File: src/include/wpc_pkg.sv
// Purpose: Shared constants for the white-point calibration command handler
// Assumes: Byte-serial parameter stream, least significant byte first
// Notes:   Opcodes, field sizes and reply lengths live here only
package wpc_pkg;
    // Command opcodes
    localparam logic [7:0] OP_COLOR_POINT = 8'hc4;
    localparam logic [7:0] OP_DUTY_CYCLE  = 8'hc5;
    localparam logic [7:0] OP_CAL_DATA    = 8'hc6;
    localparam logic [7:0] OP_SENSOR_OUT  = 8'hcd;
    localparam logic [7:0] OP_CAL_MODE    = 8'hd1;
    // Colour selectors
    localparam logic [7:0] COLOR_RED      = 8'h00;
    localparam logic [7:0] COLOR_GREEN    = 8'h01;
    localparam logic [7:0] COLOR_BLUE     = 8'h02;
    localparam logic [7:0] COLOR_MAX      = 8'h02;
    localparam int         NUM_COLORS     = 3;
    // Mode byte that enables bypass
    localparam logic [7:0] MODE_ENABLE    = 8'h01;
    // Parameter byte counts
    localparam logic [4:0] LEN_SET_CAL    = 5'h09;
    localparam logic [4:0] LEN_SET_MODE   = 5'h01;
    localparam logic [4:0] LEN_GET_CAL    = 5'h01;
    // Reply byte counts
    localparam logic [4:0] RLEN_POINT     = 5'h08;
    localparam logic [4:0] RLEN_DUTY      = 5'h0c;
    localparam logic [4:0] RLEN_CAL       = 5'h16;
    localparam logic [4:0] RLEN_SENSOR    = 5'h0c;
    localparam logic [4:0] RLEN_MODE      = 5'h01;
    // Reset duty cycle, 1.0 in u8.8
    localparam logic [15:0] DUTY_RESET    = 16'h0100;
endpackage

File: src/design/wpc_duty_search.sv
// Purpose: Pick the available LED duty cycle closest to the ideal one
// Assumes: Table of available duty cycles given as a packed vector
// Notes:   One entry per clock, so a search takes DEPTH cycles
`timescale 1ns/1ns
module wpc_duty_search #(
    parameter int DEPTH = 8
) (
    input  wire logic              clock,
    input  wire logic              rst_n,
    input  wire logic              start,
    input  wire logic [15:0]       ideal,
    input  wire logic [DEPTH*16-1:0] table_in,
    output logic                   busy,
    output logic                   done,
    output logic [15:0]            best
);
    localparam int IW = $clog2(DEPTH) + 1;
    logic [IW-1:0] idx_reg;   // Current table entry
    logic [15:0]   bestErr;   // Smallest distance seen

    // Absolute distance between a candidate entry and the ideal duty
    function automatic logic [15:0] absDiff(input logic [15:0] a,
                                            input logic [15:0] b);
        absDiff = (a > b) ? a - b : b - a;
    endfunction

    logic [15:0] cand;
    assign cand = table_in[idx_reg[IW-2:0]*16 +: 16];

    // Sequential scan; first equal-best entry wins
    always_ff @(posedge clock or negedge rst_n) begin
        if (!rst_n) begin
            idx_reg <= '0;
            busy    <= 1'b0;
            done    <= 1'b0;
            best    <= 16'h0000;
            bestErr <= 16'hffff;
        end else begin
            done <= 1'b0;
            if (start && !busy) begin
                busy    <= 1'b1;
                idx_reg <= '0;
                bestErr <= 16'hffff;
            end else if (busy) begin
                if (absDiff(cand, ideal) < bestErr) begin
                    bestErr <= absDiff(cand, ideal);
                    best    <= cand;
                end
                if (idx_reg == IW'(DEPTH - 1)) begin
                    busy <= 1'b0;
                    done <= 1'b1;
                end else begin
                    idx_reg <= idx_reg + 1'b1;
                end
            end
        end
    end
endmodule

File: src/design/wpc_cmd_handler.sv
// Purpose: Command handler for white_point_correction calibration
// Assumes: Framing layer delivers opcode, then parameter bytes, then end
// Notes:   Replies stream out one byte per accepted ready handshake
//
// Overview of operation
// - Colour point reply: x, y, 4-byte luminance
// - Set-duty command searches and applies best duty
// - Duty reply: three ideal, three chosen u8.8
// - Set-calibration stores x, y, luminance per colour
// - Calibration reply: point, sensors, duty cycle
// - Sensor reply: red, green, blue, four bytes
// - Mode byte one enters bypass, commands still processed
// - Bypass only leaves on system restart
// - Mode get reports bypass in same format
`timescale 1ns/1ns
module wpc_cmd_handler #(
    parameter int DUTY_DEPTH = 8
) (
    input  wire logic                    clock,
    input  wire logic                    rst_n,
    input  wire logic                    cmdStart,
    input  wire logic [7:0]              cmdOpcode,
    input  wire logic                    cmdIsGet,
    input  wire logic                    paramValid,
    input  wire logic [7:0]              paramByte,
    input  wire logic                    cmdEnd,
    input  wire logic [15:0]             pointX,
    input  wire logic [15:0]             pointY,
    input  wire logic [31:0]             pointLum,
    input  wire logic [47:0]             sensorRgb,
    input  wire logic [47:0]             idealDuty,
    input  wire logic [DUTY_DEPTH*16-1:0] dutyTable,
    input  wire logic                    replyReady,
    output logic                         replyValid,
    output logic [7:0]                   replyByte,
    output logic                         replyLast,
    output logic                         cmdError,
    output logic                         busy,
    output logic                         bypassMode,
    output logic [47:0]                  appliedDuty
);
    typedef enum logic [3:0] {
        ST_IDLE   = 4'b0001,
        ST_PARAM  = 4'b0010,
        ST_SEARCH = 4'b0100,
        ST_REPLY  = 4'b1000
    } wpc_state_e;

    wpc_state_e  state_reg;           // Control state
    logic [7:0]  op_reg;              // Latched opcode
    logic        get_reg;             // Latched direction
    logic [4:0]  cnt_reg;             // Parameter byte count
    logic [71:0] par_reg;             // Parameter bytes, LSB first
    logic [4:0]  rIdx_reg;            // Reply byte index
    logic [4:0]  rLen_reg;            // Reply length
    logic [175:0] reply_reg;          // Reply image, byte 0 lowest
    logic [1:0]  srchCol_reg;         // Colour under search
    // Per-colour calibration records
    logic [15:0] calX   [wpc_pkg::NUM_COLORS];
    logic [15:0] calY   [wpc_pkg::NUM_COLORS];
    logic [31:0] calLum [wpc_pkg::NUM_COLORS];
    logic [15:0] calDuty[wpc_pkg::NUM_COLORS];

    logic        srchStart, srchBusy, srchDone;
    logic [15:0] srchBest;
    logic        selOk;               // Selector in range
    logic [1:0]  sel;                 // Latched selector

    assign sel   = par_reg[1:0];
    assign selOk = (par_reg[7:0] <= wpc_pkg::COLOR_MAX);
    assign busy  = (state_reg != ST_IDLE);
    assign srchStart = (state_reg == ST_SEARCH) && !srchBusy && !srchDone;

    // Search one colour at a time against its ideal duty
    wpc_duty_search #(
        .DEPTH(DUTY_DEPTH)
    ) u_search (
        .clock   (clock),
        .rst_n   (rst_n),
        .start   (srchStart),
        .ideal   (idealDuty[srchCol_reg*16 +: 16]),
        .table_in(dutyTable),
        .busy    (srchBusy),
        .done    (srchDone),
        .best    (srchBest)
    );

    // Command sequencing
    always_ff @(posedge clock or negedge rst_n) begin
        if (!rst_n) begin
            state_reg   <= ST_IDLE;
            op_reg      <= 8'h00;
            get_reg     <= 1'b0;
            cnt_reg     <= 5'h00;
            par_reg     <= '0;
            rIdx_reg    <= 5'h00;
            srchCol_reg <= 2'h0;
            cmdError    <= 1'b0;
        end else begin
            cmdError <= 1'b0;
            unique case (state_reg)
                ST_IDLE: begin
                    if (cmdStart) begin
                        op_reg    <= cmdOpcode;
                        get_reg   <= cmdIsGet;
                        cnt_reg   <= 5'h00;
                        par_reg   <= '0;
                        state_reg <= ST_PARAM;
                    end
                end
                ST_PARAM: begin
                    // Bytes land LSB first
                    if (paramValid && cnt_reg < wpc_pkg::LEN_SET_CAL) begin
                        par_reg[cnt_reg*8 +: 8] <= paramByte;
                        cnt_reg <= cnt_reg + 1'b1;
                    end
                    if (cmdEnd) begin
                        rIdx_reg  <= 5'h00;
                        state_reg <= ST_IDLE;
                        if (get_reg) begin
                            if (op_reg == wpc_pkg::OP_CAL_DATA && !selOk)
                                cmdError <= 1'b1;
                            else
                                state_reg <= ST_REPLY;
                        end else if (op_reg == wpc_pkg::OP_DUTY_CYCLE) begin
                            srchCol_reg <= 2'h0;
                            state_reg   <= ST_SEARCH;
                        end else if (op_reg == wpc_pkg::OP_CAL_DATA &&
                                     (!selOk ||
                                      cnt_reg != wpc_pkg::LEN_SET_CAL)) begin
                            cmdError <= 1'b1;
                        end
                    end
                end
                ST_SEARCH: begin
                    if (srchDone) begin
                        if (srchCol_reg == 2'h2)
                            state_reg <= ST_IDLE;
                        else
                            srchCol_reg <= srchCol_reg + 1'b1;
                    end
                end
                ST_REPLY: begin
                    if (replyReady) begin
                        rIdx_reg <= rIdx_reg + 1'b1;
                        if (replyLast)
                            state_reg <= ST_IDLE;
                    end
                end
                default: state_reg <= ST_IDLE;
            endcase
        end
    end

    // Calibration store, written only for a legal selector
    always_ff @(posedge clock or negedge rst_n) begin
        if (!rst_n) begin
            for (int i = 0; i < wpc_pkg::NUM_COLORS; i++) begin
                calX[i]    <= 16'h0000;
                calY[i]    <= 16'h0000;
                calLum[i]  <= 32'h0000_0000;
            end
        end else if (state_reg == ST_PARAM && cmdEnd && !get_reg &&
                     op_reg == wpc_pkg::OP_CAL_DATA && selOk &&
                     cnt_reg == wpc_pkg::LEN_SET_CAL) begin
            calX[sel]   <= par_reg[23:8];
            calY[sel]   <= par_reg[39:24];
            calLum[sel] <= par_reg[71:40];
        end
    end

    // Applied duty cycles from the search
    always_ff @(posedge clock or negedge rst_n) begin
        if (!rst_n) begin
            for (int i = 0; i < wpc_pkg::NUM_COLORS; i++)
                calDuty[i] <= wpc_pkg::DUTY_RESET;
        end else if (state_reg == ST_SEARCH && srchDone) begin
            calDuty[srchCol_reg] <= srchBest;
        end
    end
    assign appliedDuty = {calDuty[2], calDuty[1], calDuty[0]};

    // Bypass is sticky; only reset clears it
    always_ff @(posedge clock or negedge rst_n) begin
        if (!rst_n) begin
            bypassMode <= 1'b0;
        end else if (state_reg == ST_PARAM && cmdEnd && !get_reg &&
                     op_reg == wpc_pkg::OP_CAL_MODE && cnt_reg != 5'h00 &&
                     par_reg[7:0] == wpc_pkg::MODE_ENABLE) begin
            bypassMode <= 1'b1;
        end
    end

    // Reply image, built when the get command closes
    always_ff @(posedge clock or negedge rst_n) begin
        if (!rst_n) begin
            reply_reg <= '0;
            rLen_reg  <= 5'h00;
        end else if (state_reg == ST_PARAM && cmdEnd && get_reg) begin
            reply_reg <= '0;
            rLen_reg  <= 5'h00;
            unique case (op_reg)
                wpc_pkg::OP_COLOR_POINT: begin
                    reply_reg[63:0] <= {pointLum, pointY, pointX};
                    rLen_reg <= wpc_pkg::RLEN_POINT;
                end
                wpc_pkg::OP_DUTY_CYCLE: begin
                    reply_reg[95:0] <= {appliedDuty, idealDuty};
                    rLen_reg <= wpc_pkg::RLEN_DUTY;
                end
                wpc_pkg::OP_CAL_DATA: begin
                    reply_reg <= {calDuty[sel],
                                  16'h0000, sensorRgb[47:32],
                                  16'h0000, sensorRgb[31:16],
                                  16'h0000, sensorRgb[15:0],
                                  calLum[sel], calY[sel], calX[sel]};
                    rLen_reg <= wpc_pkg::RLEN_CAL;
                end
                wpc_pkg::OP_SENSOR_OUT: begin
                    reply_reg[95:0] <= {16'h0000, sensorRgb[47:32],
                                        16'h0000, sensorRgb[31:16],
                                        16'h0000, sensorRgb[15:0]};
                    rLen_reg <= wpc_pkg::RLEN_SENSOR;
                end
                wpc_pkg::OP_CAL_MODE: begin
                    reply_reg[7:0] <= {7'h00, bypassMode};
                    rLen_reg <= wpc_pkg::RLEN_MODE;
                end
                default: rLen_reg <= 5'h00;
            endcase
        end
    end

    // Unknown opcode yields an empty reply
    always_comb begin
        replyValid = (state_reg == ST_REPLY) && (rLen_reg != 5'h00);
        replyLast  = (state_reg == ST_REPLY) &&
                     (rLen_reg == 5'h00 || rIdx_reg == rLen_reg - 1'b1);
        replyByte  = reply_reg[rIdx_reg*8 +: 8];
    end

    property p_bypass_sticky;
        @(posedge clock) disable iff (!rst_n)
        bypassMode |=> bypassMode;
    endproperty
    a_bypass_sticky: assert property (p_bypass_sticky)
        else $error("bypass mode left without reset");

    property p_bypass_enter;
        @(posedge clock) disable iff (!rst_n)
        (state_reg == ST_PARAM && cmdEnd && !get_reg &&
         op_reg == wpc_pkg::OP_CAL_MODE && cnt_reg != 5'h00 &&
         par_reg[7:0] == wpc_pkg::MODE_ENABLE) |=> bypassMode;
    endproperty
    a_bypass_enter: assert property (p_bypass_enter)
        else $error("enable byte did not enter bypass");

    property p_bad_sel;
        @(posedge clock) disable iff (!rst_n)
        (state_reg == ST_PARAM && cmdEnd &&
         op_reg == wpc_pkg::OP_CAL_DATA && !selOk)
        |=> cmdError && $stable(calX[0]) && $stable(calLum[2]);
    endproperty
    a_bad_sel: assert property (p_bad_sel)
        else $error("bad selector not refused");

    property p_point_len;
        @(posedge clock) disable iff (!rst_n)
        (state_reg == ST_PARAM && cmdEnd && get_reg &&
         op_reg == wpc_pkg::OP_COLOR_POINT)
        |=> replyValid && rLen_reg == wpc_pkg::RLEN_POINT;
    endproperty
    a_point_len: assert property (p_point_len)
        else $error("colour point reply length wrong");

    // Legal calibration get always streams the full record
    property p_cal_len;
        @(posedge clock) disable iff (!rst_n)
        (state_reg == ST_PARAM && cmdEnd && get_reg &&
         op_reg == wpc_pkg::OP_CAL_DATA && selOk)
        |=> replyValid && rLen_reg == wpc_pkg::RLEN_CAL;
    endproperty
    a_cal_len: assert property (p_cal_len)
        else $error("calibration reply length wrong");

    property p_search_ends;
        @(posedge clock) disable iff (!rst_n)
        $rose(state_reg == ST_SEARCH) |-> ##[1:40] state_reg == ST_IDLE;
    endproperty
    a_search_ends: assert property (p_search_ends)
        else $error("duty search did not finish");
endmodule

File: config.mk
export PLATFORM = sky130hd
export DESIGN_NAME = wpc_cmd_handler
export DESIGN_NICKNAME = d
export VERILOG_FILES = /design/src/include/wpc_pkg.sv /design/src/design/wpc_duty_search.sv /design/src/design/wpc_cmd_handler.sv
export SDC_FILE = /design/constraint.sdc
export NUM_CORES = 1
export LEC_CHECK = 0
export BUFFER_PORTS_ARGS = -buffer_cell sky130_fd_sc_hd__buf_2
export CAP_MARGIN = 0
export CORE_MARGIN = 2
export CORE_UTILIZATION = 50
export DETAILED_ROUTE_END_ITERATION = 8
export MAX_ROUTING_LAYER = met4
export PLACE_DENSITY = 0.7
export SLEW_MARGIN = 10
export SYNTH_ARGS = -nofsm -noshare
export SYNTH_HDL_FRONTEND = slang
export SYNTH_SLANG_ARGS = --single-unit
File: constraint.sdc
create_clock -name clock -period 7.55 [get_ports clock]
set_input_delay 1.1325 -clock clock [delete_from_list [all_inputs] [get_ports clock]]
set_output_delay 1.1325 -clock clock [all_outputs]
set_load 0.02 [all_outputs]
==> flow_summary.ini <==
[setup_path]
cp-end-kind = register
max_stage_delay_ns = 0.82
cpMaxStageDelayCell = dfrtp_1
critPathLaunchType = register
setup.worst_path.class = reg2reg
r2r-start = srchCol_reg[1]$_DFFE_PN0P_
critPathRequiredTime_ns = 8.10
crit_arrival_ns = 7.15
path_max_fanout = 22
crit_start = srchCol_reg[1]$_DFFE_PN0P_
cp_cell_sequence = mux2i_1, o21ai_0, ha_1, nand3_1, a211o_1, nand3_1, o21a_1, mux2_4, nor4_1, nor2_1, ha_1, nand3_1, or3_1, a21oi_1, o21ai_0, nand2_1, buf_4, o21ai_0, a21bo_2

[power_and_ir_drop]
sw_frac_of_total = 0.337
p_per_area_nw_per_um2 = 262
power_frac_comb = 0.269
seq_power_share = 0.379
p_int_w = 0.00564
ir_worst_vdd_uv = 187
p_switching_w = 0.00287
power_w = 0.00851
p_leak_nw = 15.1
p_clk_frac = 0.352

[die]
die_w_um = 241
start_util = 0.503
fp.dieH_um = 241
coreArea_um2 = 56100
rows = 87
die_area_um2 = 58300
num_io_pins = 372

[global_routing]
grt_pass1_vias = 22119
grt_pass1_wl_mm = 141
grt_use_total = 0.337
antenna_found_initial = 4
overflow = 0
grt_max_degree = 180

[sta]
worst_pin_slew_ns = 1.17
max_freq_ghz = 0.152
finClkSkew_ns = 0.0324
relSlewSlack = 0.220
finalSetupViolations = 0
slew_viol_final = 0
finalSetupTns_ns = 0
hold_violations = 0
grt_setup_unrepaired = no
fin_crit_ns = 6.60
finalCritPeriodShare = 0.874
worst_slack_ns = 0.955

[drt]
drtIter0Drc = 2384
vias = 23024
drc_errors = 0
drtAntennaViolNets = 0
firstDrtPassIters = 6
wl_per_cell_um = 25.5
viasPerCell = 6.10
routed_wl_mm = 96.2

[cts]
clockBufferDepth = 3
htreeDepth = 2
cts_made_buffers = 56
postCtsHoldBufs = 0
clk_latency_ns = 0.63
cts_root_buf = clkbuf_16
cts_tree = done
post_cts_resized = 0
post_cts_buffers = 0
clock_sinks = 525
path_clk_slew_ns = 0.07

[layout]
post-route-util = 0.580
fin_nets = 3346
area_growth_pct = 15.4
final_layout_size_suffix_gt1_frac = 0.280
fin_area_um2 = 32500
largest_reg_flops = 144

[synth]
synth_area_um2 = 28200
async_flop_share = 1.00
synth_top_area_cell = dfrtp_1
synth_commonest_cells = dfrtp_1, nand2_1, mux2_2
synthDistinctLibCells = 77
synth.top_cell.area_share = 0.449
syn-num-nets = 3081
syn_inst = 2709
ys_ff_latch = 525
synthTopCellsByArea = dfrtp_1, mux2_2, mux2i_1
synth-warning-count = 0
ys.flop_type = dfrtp_1
syn_avg_cell_area_um2 = 10.4
synthMostInstantiatedCell = dfrtp_1
ys_seq_area_frac = 0.467
synth_edf_count = 0

[placement]
portBuffers = 371
preCtsSetupSlack_ns = 0.937
placed_cell_area_um2 = 30500
routabilityCongestion = 0.994
dpl.hpwl_mm = 69.4

[flow_run]
cap_violations = 0

[min_path]
min_path_type = reg2reg
hp-start = reply_reg[87]$_DFFE_PN0P_

[status]
status = completed
-- critical path, delay by kind of cell, from the launching register on --
family	cells	cell delay [ns]
AOI/OAI and AO/OA	7	1.83
adders and majority gates	2	0.90
buffers and inverters	1	0.31
DFF	1	0.82
muxes	2	1.13
and+or+nand+nor	7	1.48
-- layer usage --
metal / global-route usage / up-vias / part of all wire
li1: - / 10198 / -
met1: 0.467 / 11522 / 0.43
met2: 0.490 / 1145 / 0.44
met3: 0.0816 / 159 / 0.096
met4: 0.104 / 0 / 0.034
met5: - / - / 0
-- power groups by stage --
stage | registers [W] | logic [W] | clock network (W)
after global placement | 0.00326 | 0.00223 | 0
after CTS | 0.00322 | 0.00226 | 0.00302
after global routing | 0.00325 | 0.00245 | 0.00314
after floorplan | 0.00313 | 0.00156 | 0
final | 0.00323 | 0.00229 | 0.00300
after detailed placement | 0.00327 | 0.00225 | 0
-- metrics by stage --
stage | std cells | hold slack [ns]
final | 3777 | 0.468
after global routing | 3777 | 0.491
after CTS | 3776 | 0.467
after detailed placement | 3672 | 0.454
after global placement | 3672 | 0.451
after floorplan | 2709 | 0.433
-- worst paths after layout --
check / slack [ns] / depth (start not counted) / to
hold reg to reg: 0.47 / 2 / reply_reg[87]$_DFFE_PN0P_
setup / recovery: 0.95 / 19 / u_search.bestErr[7]$_DFFE_PN1P_
max in group asynchronous: 5.22 / 2 / calX[6]$_DFFE_PN0P_
hold / removal: 0.47 / 2 / reply_reg[87]$_DFFE_PN0P_
setup reg to reg: 0.95 / 19 / u_search.bestErr[7]$_DFFE_PN1P_
min in group asynchronous: 0.61 / 1 / appliedDuty[37]$_DFFE_PN0P_
-- layout make-up --
type	count	area, um2
tap	756	946
inverter	81	304
sequential	525	13200
antenna	1	2.50
clock buffer	83	1610
multi-input combinational	1906	13900
clock inverter	21	398
fill	4775	23500
timing repair buffer	404	2140
-- placed cells by master (no fill, tap or decap), types with 7 or more instances in the layout --
cell type	instances
a21o_1	8
inv_1	81
clkbuf_8	11
nand3_1	61
mux2_1	13
clkbuf_16	56
buf_2	370
a221oi_1	7
nand2_1	377
dfstp_2	20
clkbuf_1	16
o22ai_1	11
mux2_2	231
bufinv_16	9
a21oi_1	145
a22o_1	29
o31ai_1	26
xnor2_1	8
nor3_1	12
a211oi_1	35
xor2_1	17
buf_4	31
mux2i_1	174
o21ai_0	224
nor2_1	181
o211ai_1	33
nand4_1	15
o21a_1	33
nand2b_1	10
o221ai_1	24
ha_1	59
mux4_2	64
dfrtp_1	499
-- cells by family (layout without fill, tap and decap cells) --
logic type	after synthesis	in the layout	synth area share
compound gates	619	619	0.136
xor+xnor	25	25	0.00777
fa+ha+maj	61	61	0.0276
buf+inv	278	589	0.0397
flops	525	525	0.467
mux	483	483	0.211
other cells	0	1	0
simple gates	718	718	0.110
(Power assumes the default switching activity.)
